[src/oag_consts.vh]
// Constants shared by the operand address generator and its helpers.
`ifndef OAG_CONSTS_VH
`define OAG_CONSTS_VH

// Addressing modes presented by the decode stage.
`define MODE_REG        4'h0
`define MODE_WREG       4'h1
`define MODE_IND        4'h2
`define MODE_IDX_RF     4'h3
`define MODE_IDX_SHORT  4'h4
`define MODE_IDX_LONG   4'h5
`define MODE_DIRECT     4'h6
`define MODE_TABLE      4'h7
`define MODE_REL        4'h8
`define MODE_LIT        4'h9
`define MODE_PUSH       4'hA
`define MODE_POP        4'hB

// Instruction classes presented by the decode stage.
`define INS_GENERIC     4'h0
`define INS_REG_LOAD    4'h1
`define INS_PM_LOAD     4'h2
`define INS_EXT_LOAD    4'h3
`define INS_JUMP        4'h4
`define INS_CALL        4'h5
`define INS_BTB_FALSE   4'h6
`define INS_BTB_TRUE    4'h7
`define INS_DEC_BNZ     4'h8
`define INS_CIB_EQ      4'h9
`define INS_CIB_NE      4'hA
`define INS_SHORT_JR    4'hB
`define INS_PUSH        4'hC
`define INS_POP         4'hD

// Target address spaces.
`define SPACE_NONE      2'h0
`define SPACE_REG       2'h1
`define SPACE_PROG      2'h2
`define SPACE_EXT       2'h3

// Register file layout.
`define WREG_ESCAPE     4'hC
`define PROTECT_BASE    8'hC0
`define RP_FIRST_RESET  8'hC0
`define RP_SECOND_RESET 8'hC8
`define SP_LOW_RESET    8'hFF

`endif

[src/working_register_former.v]
// Forms a full register file address from a 4-bit or escaped 8-bit working register reference.
`timescale 1ns/1ps
`default_nettype none

module working_register_former (
	input  wire [7:0] first_window_pointer,
	input  wire [7:0] second_window_pointer,
	input  wire [7:0] reg_field,
	input  wire       short_form,
	output wire [7:0] full_addr,
	output wire       is_working
);
	`include "oag_consts.vh"

	wire [7:0] window;

	// An 8-bit address in the 1100B nibble range behaves like its low nibble.
	assign is_working = short_form | (reg_field[7:4] == `WREG_ESCAPE);
	assign window     = reg_field[3] ? second_window_pointer : first_window_pointer;
	assign full_addr  = is_working ? {window[7:3], reg_field[2:0]} : reg_field;
endmodule

`default_nettype wire

[src/operand_address_generator.v]
// Operand effective-address generation for the 8-bit core.
`timescale 1ns/1ps
`default_nettype none

module operand_address_generator (
	input  wire        clk_sys,
	input  wire        rst_n,
	input  wire        req,
	input  wire [3:0]  mode,
	input  wire [3:0]  ins_class,
	input  wire        field_short,
	input  wire        op_word,
	input  wire [7:0]  ins_byte,
	input  wire [7:0]  ins_offset,
	input  wire [15:0] ins_word,
	input  wire [15:0] pc_follow,
	input  wire        rp_first_wr,
	input  wire        rp_second_wr,
	input  wire        sp_low_wr,
	input  wire [7:0]  wr_data,
	input  wire [7:0]  rf_rdata,
	input  wire [7:0]  pm_rdata,
	output reg         busy,
	output reg         done,
	output reg         fault_mode,
	output reg         fault_range,
	output reg  [15:0] eff_addr,
	output reg  [1:0]  addr_space,
	output reg  [15:0] operand,
	output reg  [15:0] pc_target,
	output reg         pc_load,
	output reg         rf_rd,
	output reg  [7:0]  rf_addr,
	output reg         pm_rd,
	output reg  [15:0] pm_addr,
	output reg  [7:0]  first_window_pointer,
	output reg  [7:0]  second_window_pointer,
	output reg  [7:0]  stack_pointer_low
);
	`include "oag_consts.vh"

	localparam [4:0] ST_IDLE = 5'b00001;
	localparam [4:0] ST_RD1  = 5'b00010;
	localparam [4:0] ST_RD2  = 5'b00100;
	localparam [4:0] ST_RD3  = 5'b01000;
	localparam [4:0] ST_CALC = 5'b10000;

	reg  [4:0]  state;
	reg  [3:0]  cur_mode;
	reg  [3:0]  cur_ins;
	reg  [7:0]  cur_byte;
	reg  [7:0]  cur_offset;
	reg  [15:0] cur_word;
	reg         cur_pair;
	reg         use_pm;
	reg  [7:0]  data_hi;
	reg  [7:0]  data_lo;

	wire [7:0]  field_addr;
	wire        field_working;
	wire [7:0]  rdata;
	wire [15:0] fetched;
	wire [15:0] rel_target;
	wire [15:0] disp_ext;
	wire [7:0]  rf_index_sum;
	wire        legal;
	wire        mem_pair;
	wire [1:0]  ins_space;

	working_register_former former (
		.first_window_pointer  (first_window_pointer),
		.second_window_pointer (second_window_pointer),
		.reg_field             (ins_byte),
		.short_form            (field_short),
		.full_addr             (field_addr),
		.is_working            (field_working)
	);

	// Checks that the instruction class may use the requested mode.
	function mode_allowed;
		input [3:0] m;
		input [3:0] c;
		reg         branch;
		reg         stack;
		begin
			branch = (c == `INS_BTB_FALSE) | (c == `INS_BTB_TRUE) | (c == `INS_DEC_BNZ) |
				(c == `INS_CIB_EQ) | (c == `INS_CIB_NE) | (c == `INS_SHORT_JR);
			stack = (c == `INS_PUSH) | (c == `INS_POP);
			case (m)
				`MODE_REG, `MODE_WREG, `MODE_IND, `MODE_LIT: begin
					mode_allowed = !branch & !stack;
				end
				`MODE_IDX_RF: begin
					mode_allowed = (c == `INS_REG_LOAD);
				end
				`MODE_IDX_SHORT, `MODE_IDX_LONG: begin
					mode_allowed = (c == `INS_PM_LOAD) | (c == `INS_EXT_LOAD);
				end
				`MODE_DIRECT: begin
					mode_allowed = (c == `INS_JUMP) | (c == `INS_CALL) |
						(c == `INS_PM_LOAD) | (c == `INS_EXT_LOAD);
				end
				`MODE_TABLE: begin
					mode_allowed = (c == `INS_CALL);
				end
				`MODE_REL: begin
					mode_allowed = branch;
				end
				`MODE_PUSH: begin
					mode_allowed = (c == `INS_PUSH);
				end
				`MODE_POP: begin
					mode_allowed = (c == `INS_POP);
				end
				default: begin
					mode_allowed = 1'b0;
				end
			endcase
		end
	endfunction

	assign legal = mode_allowed(mode, ins_class);

	// Register targets take a single byte pointer; every memory target takes a pair.
	assign ins_space = (ins_class == `INS_PM_LOAD) ? `SPACE_PROG :
		(ins_class == `INS_EXT_LOAD) ? `SPACE_EXT :
		((ins_class == `INS_JUMP) | (ins_class == `INS_CALL)) ? `SPACE_PROG : `SPACE_REG;
	assign mem_pair = (ins_space != `SPACE_REG);

	assign rdata        = use_pm ? pm_rdata : rf_rdata;
	assign fetched      = {data_hi, data_lo};
	assign disp_ext     = {{8{cur_offset[7]}}, cur_offset};
	assign rel_target   = pc_follow + {{8{ins_byte[7]}}, ins_byte};
	assign rf_index_sum = cur_byte + data_lo;

	always @(posedge clk_sys) begin
		if (!rst_n) begin
			state                 <= ST_IDLE;
			cur_mode              <= `MODE_REG;
			cur_ins               <= `INS_GENERIC;
			cur_byte              <= 8'h00;
			cur_offset            <= 8'h00;
			cur_word              <= 16'h0000;
			cur_pair              <= 1'b0;
			use_pm                <= 1'b0;
			data_hi               <= 8'h00;
			data_lo               <= 8'h00;
			busy                  <= 1'b0;
			done                  <= 1'b0;
			fault_mode            <= 1'b0;
			fault_range           <= 1'b0;
			eff_addr              <= 16'h0000;
			addr_space            <= `SPACE_NONE;
			operand               <= 16'h0000;
			pc_target             <= 16'h0000;
			pc_load               <= 1'b0;
			rf_rd                 <= 1'b0;
			rf_addr               <= 8'h00;
			pm_rd                 <= 1'b0;
			pm_addr               <= 16'h0000;
			first_window_pointer  <= `RP_FIRST_RESET;
			second_window_pointer <= `RP_SECOND_RESET;
			stack_pointer_low     <= `SP_LOW_RESET;
		end else begin
			done    <= 1'b0;
			pc_load <= 1'b0;
			if (rp_first_wr) begin
				first_window_pointer <= wr_data;
			end
			if (rp_second_wr) begin
				second_window_pointer <= wr_data;
			end
			// A stack access in the same cycle overrides a software write of the pointer.
			if (sp_low_wr && !(state == ST_IDLE && req && legal &&
				(mode == `MODE_PUSH || mode == `MODE_POP))) begin
				stack_pointer_low <= wr_data;
			end
			case (state)
				ST_IDLE: begin
					if (req) begin
						cur_mode    <= mode;
						cur_ins     <= ins_class;
						cur_byte    <= ins_byte;
						cur_offset  <= ins_offset;
						cur_word    <= ins_word;
						fault_mode  <= !legal;
						fault_range <= 1'b0;
						operand     <= 16'h0000;
						data_hi     <= 8'h00;
						data_lo     <= 8'h00;
						busy        <= 1'b1;
						if (!legal) begin
							addr_space <= `SPACE_NONE;
							state      <= ST_CALC;
						end else begin
							case (mode)
								`MODE_REG, `MODE_WREG: begin
									// Pairs start on the even register, high byte first.
									cur_pair   <= op_word;
									use_pm     <= 1'b0;
									rf_rd      <= 1'b1;
									rf_addr    <= op_word ? {field_addr[7:1], 1'b0} : field_addr;
									eff_addr   <= {8'h00, field_addr};
									addr_space <= `SPACE_REG;
									state      <= ST_RD1;
								end
								`MODE_IND: begin
									cur_pair   <= mem_pair;
									use_pm     <= 1'b0;
									rf_rd      <= 1'b1;
									rf_addr    <= mem_pair ? {field_addr[7:1], 1'b0} : field_addr;
									addr_space <= ins_space;
									state      <= ST_RD1;
								end
								`MODE_IDX_RF: begin
									cur_pair   <= 1'b0;
									use_pm     <= 1'b0;
									rf_rd      <= 1'b1;
									rf_addr    <= field_addr;
									addr_space <= `SPACE_REG;
									state      <= ST_RD1;
								end
								`MODE_IDX_SHORT, `MODE_IDX_LONG: begin
									cur_pair   <= 1'b1;
									use_pm     <= 1'b0;
									rf_rd      <= 1'b1;
									rf_addr    <= {field_addr[7:1], 1'b0};
									addr_space <= ins_space;
									state      <= ST_RD1;
								end
								`MODE_TABLE: begin
									cur_pair   <= 1'b1;
									use_pm     <= 1'b1;
									pm_rd      <= 1'b1;
									pm_addr    <= {8'h00, ins_byte};
									addr_space <= `SPACE_PROG;
									state      <= ST_RD1;
								end
								`MODE_DIRECT: begin
									eff_addr   <= ins_word;
									addr_space <= ins_space;
									pc_target  <= ins_word;
									pc_load    <= (ins_class == `INS_JUMP) | (ins_class == `INS_CALL);
									state      <= ST_CALC;
								end
								`MODE_REL: begin
									pc_target  <= rel_target;
									pc_load    <= 1'b1;
									addr_space <= `SPACE_PROG;
									eff_addr   <= rel_target;
									state      <= ST_CALC;
								end
								`MODE_LIT: begin
									operand    <= op_word ? ins_word : {8'h00, ins_byte};
									addr_space <= `SPACE_NONE;
									state      <= ST_CALC;
								end
								`MODE_PUSH: begin
									stack_pointer_low <= stack_pointer_low - 8'h01;
									eff_addr          <= {8'h00, stack_pointer_low - 8'h01};
									addr_space        <= `SPACE_REG;
									state             <= ST_CALC;
								end
								`MODE_POP: begin
									stack_pointer_low <= stack_pointer_low + 8'h01;
									eff_addr          <= {8'h00, stack_pointer_low};
									addr_space        <= `SPACE_REG;
									state             <= ST_CALC;
								end
								default: begin
									fault_mode <= 1'b1;
									addr_space <= `SPACE_NONE;
									state      <= ST_CALC;
								end
							endcase
						end
					end
				end
				ST_RD1: begin
					// The second byte of a pair is requested while the first is in flight.
					if (cur_pair) begin
						rf_rd   <= !use_pm;
						pm_rd   <= use_pm;
						rf_addr <= {rf_addr[7:1], 1'b1};
						pm_addr <= pm_addr + 16'h0001;
					end else begin
						rf_rd <= 1'b0;
						pm_rd <= 1'b0;
					end
					state <= ST_RD2;
				end
				ST_RD2: begin
					rf_rd <= 1'b0;
					pm_rd <= 1'b0;
					if (cur_pair) begin
						data_hi <= rdata;
						state   <= ST_RD3;
					end else begin
						data_lo <= rdata;
						state   <= ST_CALC;
					end
				end
				ST_RD3: begin
					data_lo <= rdata;
					state   <= ST_CALC;
				end
				ST_CALC: begin
					case (cur_mode)
						`MODE_REG, `MODE_WREG: begin
							operand <= fetched;
						end
						`MODE_IND: begin
							if (addr_space == `SPACE_REG) begin
								eff_addr    <= {8'h00, data_lo};
								fault_range <= (data_lo >= `PROTECT_BASE);
							end else begin
								eff_addr  <= fetched;
								pc_target <= fetched;
								pc_load   <= (cur_ins == `INS_JUMP) | (cur_ins == `INS_CALL);
							end
						end
						`MODE_IDX_RF: begin
							eff_addr    <= {8'h00, rf_index_sum};
							fault_range <= (rf_index_sum >= `PROTECT_BASE);
						end
						`MODE_IDX_SHORT: begin
							eff_addr <= fetched + disp_ext;
						end
						`MODE_IDX_LONG: begin
							eff_addr <= fetched + cur_word;
						end
						`MODE_TABLE: begin
							eff_addr  <= fetched;
							pc_target <= fetched;
							pc_load   <= !fault_mode;
						end
						default: begin
							eff_addr <= eff_addr;
						end
					endcase
					done  <= 1'b1;
					busy  <= 1'b0;
					state <= ST_IDLE;
				end
				default: begin
					rf_rd <= 1'b0;
					pm_rd <= 1'b0;
					busy  <= 1'b0;
					state <= ST_IDLE;
				end
			endcase
		end
	end
endmodule

`default_nettype wire

[config.mk]
export PLATFORM = sky130hd
export DESIGN_NAME = operand_address_generator
export DESIGN_NICKNAME = d
export VERILOG_FILES = /design/src/working_register_former.v /design/src/operand_address_generator.v
export VERILOG_INCLUDE_DIRS = /design/src
export SDC_FILE = /design/constraint.sdc
export NUM_CORES = 1
export LEC_CHECK = 0
export ABC_CLOCK_PERIOD_IN_PS = 3400
export BUFFER_PORTS_ARGS = -buffer_cell sky130_fd_sc_hd__buf_2
export CORE_ASPECT_RATIO = 0.6
export CORE_MARGIN = 2
export CORE_UTILIZATION = 52
export DETAILED_ROUTE_END_ITERATION = 6
export GPL_TIMING_DRIVEN = 1
export PLACE_DENSITY = 0.84
export SLEW_MARGIN = 20
export SYNTH_ARGS = -nofsm -noshare
export SYNTH_HDL_FRONTEND = slang
export SYNTH_HIERARCHICAL = 1
export SYNTH_SLANG_ARGS = --single-unit
export TNS_END_PERCENT = 20
[constraint.sdc]
create_clock -name clk_sys -period 3.4 [get_ports clk_sys]
set_input_delay 0.85 -clock clk_sys [delete_from_list [all_inputs] [get_ports clk_sys]]
set_output_delay 0.85 -clock clk_sys [all_outputs]
set_load 0.02 [all_outputs]
==> metrics.txt <==
# TYPE chip_impl_metric gauge
chip_impl_metric{name="final-hold-violation-count",unit=""} 0
chip_impl_metric{name="syn_to_final_growth",unit="%"} 18.5
chip_impl_metric{name="initial_core_util",unit="%"} 53.4
chip_impl_metric{name="synth_xor_xnor_area_share",unit="%"} 2.69
chip_impl_info{name="critical_path_class",value="reg -> reg"} 1
chip_impl_info{name="startpoint_type",value="flip-flop"} 1
chip_impl_metric{name="whs",unit="ps"} 455
chip_impl_metric{name="postPlaceCellArea",unit="um^2"} 12100
chip_impl_info{name="critical_path.cell_chain",value="or3b_2 > nor2_2 > buf_4 > mux2_2 > ha_1 > inv_1 > fa_1 > nor2b_2 > o31ai_2 > a21oi_1 > a21oi_2 > mux2i_1 > buf_4 > a221oi_2 > a21oi_1"} 1
chip_impl_metric{name="ant_nets",unit=""} 0
chip_impl_metric{name="asyncSetResetFlopFracSynth",unit="%"} 0
chip_impl_metric{name="static-leakage-power",unit="nW"} 5.49
chip_impl_metric{name="final_period_minus_worst_setup_slack",unit="ps"} 3320
chip_impl_metric{name="multi_input_comb_area",unit="um^2"} 6980
chip_impl_metric{name="die_y",unit="um"} 115
chip_impl_metric{name="worst_setup_hold_path_clk_slew",unit="ps"} 70
chip_impl_info{name="largest_family_of_logic_cells_by_synthesized_area",value="compound AO/OA/AOI/OAI gates"} 1
chip_impl_metric{name="yosysWarnings",unit=""} 6
chip_impl_info{name="worstSetupStartpoint",value="cur_mode[2]"} 1
chip_impl_metric{name="filler_cell_count",unit=""} 1770
chip_impl_metric{name="max_stage_delay",unit="ps"} 470
chip_impl_metric{name="post-layout-total-power",unit="mW"} 5.66
chip_impl_info{name="worst_r2r_src",value="cur_mode[2]"} 1
chip_impl_metric{name="ys_ff_latch",unit=""} 167
chip_impl_metric{name="layout_setup_ws",unit="ps"} 84.9
chip_impl_metric{name="number_of_i_o_pins",unit=""} 193
chip_impl_metric{name="power_per_standard_cell_area",unit="nW/um^2"} 445
chip_impl_metric{name="synth_seq_area_share",unit="%"} 31.1
chip_impl_metric{name="place_congestion",unit=""} 1.04
chip_impl_metric{name="core",unit="um^2"} 20100
chip_impl_metric{name="final_cell_area",unit="um^2"} 12700
chip_impl_metric{name="number_of_antenna_violations_at_the_first_check_in_global_routing",unit=""} 1
chip_impl_info{name="synth_top_flop_cell",value="dfxtp_1"} 1
chip_impl_metric{name="synthesis.nets",unit=""} 1519
chip_impl_info{name="min_path_type",value="reg -> reg"} 1
chip_impl_metric{name="finalSetupTns",unit="ps"} 0
chip_impl_metric{name="vdd_ir_drop_max",unit="mV"} 0.460
chip_impl_metric{name="grt_start_max_net_pins",unit=""} 48
chip_impl_metric{name="detailed_place_hpwl",unit="um"} 29100
chip_impl_metric{name="synthAdderAreaFrac",unit="%"} 5.22
chip_impl_metric{name="synthMuxAreaShare",unit="%"} 6.06
chip_impl_metric{name="clock_sink_total",unit=""} 167
chip_impl_info{name="worst_path_max_delay_cell",value="or3b_2"} 1
chip_impl_metric{name="timing_worst_slew_pin_value",unit="ps"} 807
chip_impl_metric{name="clock_path_buffers",unit=""} 2
chip_impl_metric{name="finalClockSkew",unit="ps"} 13.2
chip_impl_metric{name="grt_pass1_wl",unit="um"} 59500
chip_impl_metric{name="wl_per_cell",unit="um"} 21.1
chip_impl_metric{name="vias",unit=""} 11800
chip_impl_info{name="timing.hold.worst.start",value="cur_word[15]"} 1
chip_impl_info{name="run_status",value="complete, but fails checks"} 1
chip_impl_metric{name="antenna-diode-count",unit=""} 0
chip_impl_metric{name="avgSynthCellArea",unit="um^2"} 7.73
chip_impl_metric{name="timing.slew.headroom",unit="%"} 46.1
chip_impl_metric{name="die_area",unit="um^2"} 21800
chip_impl_metric{name="synth_compound_gate_area_share",unit="%"} 26.8
chip_impl_metric{name="finish.utilization",unit="%"} 63.2
chip_impl_metric{name="die_x",unit="um"} 189
chip_impl_metric{name="remaining_drc_errors",unit=""} 9
chip_impl_metric{name="nets",unit=""} 1692
chip_impl_metric{name="dp_worst_setup_slack",unit="ps"} -19.8
chip_impl_metric{name="critPathMaxFanout",unit=""} 4
chip_impl_info{name="cts_tree",value="done"} 1
chip_impl_metric{name="setup_violation_total_in_the_final_timing_report",unit=""} 0
chip_impl_metric{name="htree_levels",unit=""} 4
chip_impl_metric{name="cts_hold_buffers",unit=""} 0
chip_impl_metric{name="path_buf_inv",unit=""} 3
chip_impl_info{name="layout_common_cells",value="nand2_1 (227), buf_2 (191), dfxtp_1 (167), a21oi_1 (100), nor2_1 (97)"} 1
chip_impl_metric{name="drv_cap",unit=""} 0
chip_impl_info{name="crit_path_end_kind",value="flip-flop"} 1
chip_impl_metric{name="drt_pass1_iterations",unit=""} 7
chip_impl_metric{name="grt_pass1_vias",unit=""} 10500
chip_impl_info{name="mostFrequentLayoutCell",value="nand2_1"} 1
chip_impl_metric{name="post_synth_num_cell_types",unit=""} 87
chip_impl_metric{name="finalNonFillerCells",unit=""} 1846
chip_impl_metric{name="layout-drive-gt1-share",unit="%"} 20.9
chip_impl_metric{name="share_of_the_cycle_needed_by_the_critical_path_after_routing",unit="%"} 97.5
chip_impl_metric{name="finalWirelength",unit="um"} 38900
chip_impl_metric{name="timing.fmax",unit="MHz"} 302
chip_impl_metric{name="synthSimpleGateAreaFrac",unit="%"} 23.5
chip_impl_metric{name="route.detailed.vias_per_inst",unit=""} 6.39
chip_impl_metric{name="layout.area.seq",unit="um^2"} 3340
chip_impl_info{name="cts_root_buffer",value="clkbuf_16"} 1
chip_impl_metric{name="clock_latency",unit="ps"} 450
chip_impl_metric{name="drt-initial-drc-count",unit=""} 1582
chip_impl_info{name="violations",value="DRC"} 1
chip_impl_info{name="rsz_0062_raised_after_global_routing",value="yes"} 1
chip_impl_metric{name="globalRouteTotalUtil",unit="%"} 35.3
chip_impl_info{name="critical_path.top_delay_family",value="compound AO/OA/AOI/OAI gates"} 1
chip_impl_metric{name="arrival",unit="ps"} 3640
chip_impl_metric{name="grt_overflow",unit=""} 0
chip_impl_metric{name="post_synth_inst_count",unit=""} 1388
chip_impl_metric{name="timing.critical_path.required",unit="ps"} 3730
chip_impl_metric{name="synth.cell_area",unit="um^2"} 10700
chip_impl_metric{name="timing_max_transition_violations_final",unit=""} 0
chip_impl_metric{name="placementRows",unit=""} 40
chip_impl_metric{name="cts_made_buffers",unit=""} 17
chip_impl_metric{name="dp.cells",unit=""} 1815
chip_impl_metric{name="numPortBuffers",unit=""} 192
chip_impl_metric{name="synth-edff-count",unit=""} 0
worst register-to-register path, stage by stage, from the launching register on:
cell      delay, ps
dfxtp_1         330
or3b_2          470
nor2_2          100
buf_4           170
mux2_2          340
ha_1            200
inv_1            90
fa_1            210
nor2b_2          70
o31ai_2         290
a21oi_1         170
a21oi_2         190
mux2i_1         100
buf_4           140
a221oi_2        230
a21oi_1          90
final timing paths:
kind                  end  slack, ps  cells past startpoint
max          eff_addr[12]         80                     15
min          cur_word[15]        460                      2
max reg2reg  eff_addr[12]         80                     15
min reg2reg  cur_word[15]        460                      2
what timing repair did:
action,in CTS,in global routing
resized for setup,1,7
buffers inserted,0,0
pin swaps,0,1
setup endpoints to repair,1,5
logic make-up after synthesis:
kind of cell	count (synthesis)
simple gates	531
compound gates	432
flops	167
buf+inv	118
mux	64
fa+ha+maj	43
xor+xnor	33
synth_stat cells, types with 6 or more instances:
cell type  count  area [um^2]
nor2b_1       23          144
o211a_1        8         80.1
a211o_1        6         52.6
o21a_1         7         52.6
a221oi_1      11         96.3
xor2_1        19          166
a21boi_0      43          323
or4_1          6         45.0
nand2_1      228          856
o221ai_1      10         87.6
o31ai_1       14          105
nor3_1        30          150
and3_1        17          106
o21ai_0       86          430
mux2_2         8         90.1
nand3b_1      10         75.1
nand2b_1      11         68.8
o22ai_1        9         56.3
xnor2_1       14          123
or3_1         14         87.6
nor2_1        99          372
dfxtp_1      167         3340
ha_1          40          500
mux2i_1       56          561
a211oi_1      15          113
o21bai_1       7         52.6
a22oi_1        9         67.6
a31oi_1       22          138
clkbuf_1      72          270
buf_2         10         50.1
and2_1        15         93.8
nand3_1       38          190
buf_1          6         22.5
a21o_1        12         90.1
a21oi_1      102          510
inv_1         21         78.8
or2_2          8         50.1
o211ai_1      17          128
power breakdown:
group / switching (mW) / leakage [nW] / total (mW) / internal (mW)
sequential: 0.123 / 1.36 / 2.24 / 2.12
combinational: 0.993 / 3.85 / 1.52 / 0.530
clock: 0.847 / 0.270 / 1.89 / 1.05
area by class of cell:
class                      instances  area share (%)
clock inverter                    10           0.747
sequential                       167            26.3
inverter                          23           0.679
multi-input combinational       1103            54.9
timing repair buffer             249            11.1
tap                              273            2.68
clock buffer                      21            3.62
sequential cells by signal, summed over array words and instances, names as in the netlist, 5 cells and up:
| register | count |
|---|---|
| data_lo | 8 |
| cur_word | 16 |
| second_window_pointer | 8 |
| cur_offset | 8 |
| rf_addr | 8 |
| first_window_pointer | 8 |
| pc_target | 16 |
| pm_addr | 16 |
| data_hi | 8 |
| state | 5 |
| cur_byte | 8 |
| eff_addr | 16 |
| stack_pointer_low | 8 |
| operand | 16 |
metal layers:
layer,vias up,share of wire [%],global-route usage [%]
li1,5380,-,-
met1,5512,43,51.9
met2,822,39,49.1
met3,71,16,13.0
met4,2,1.6,7.29
met5,-,0.031,0
(Power assumes the default switching activity.)
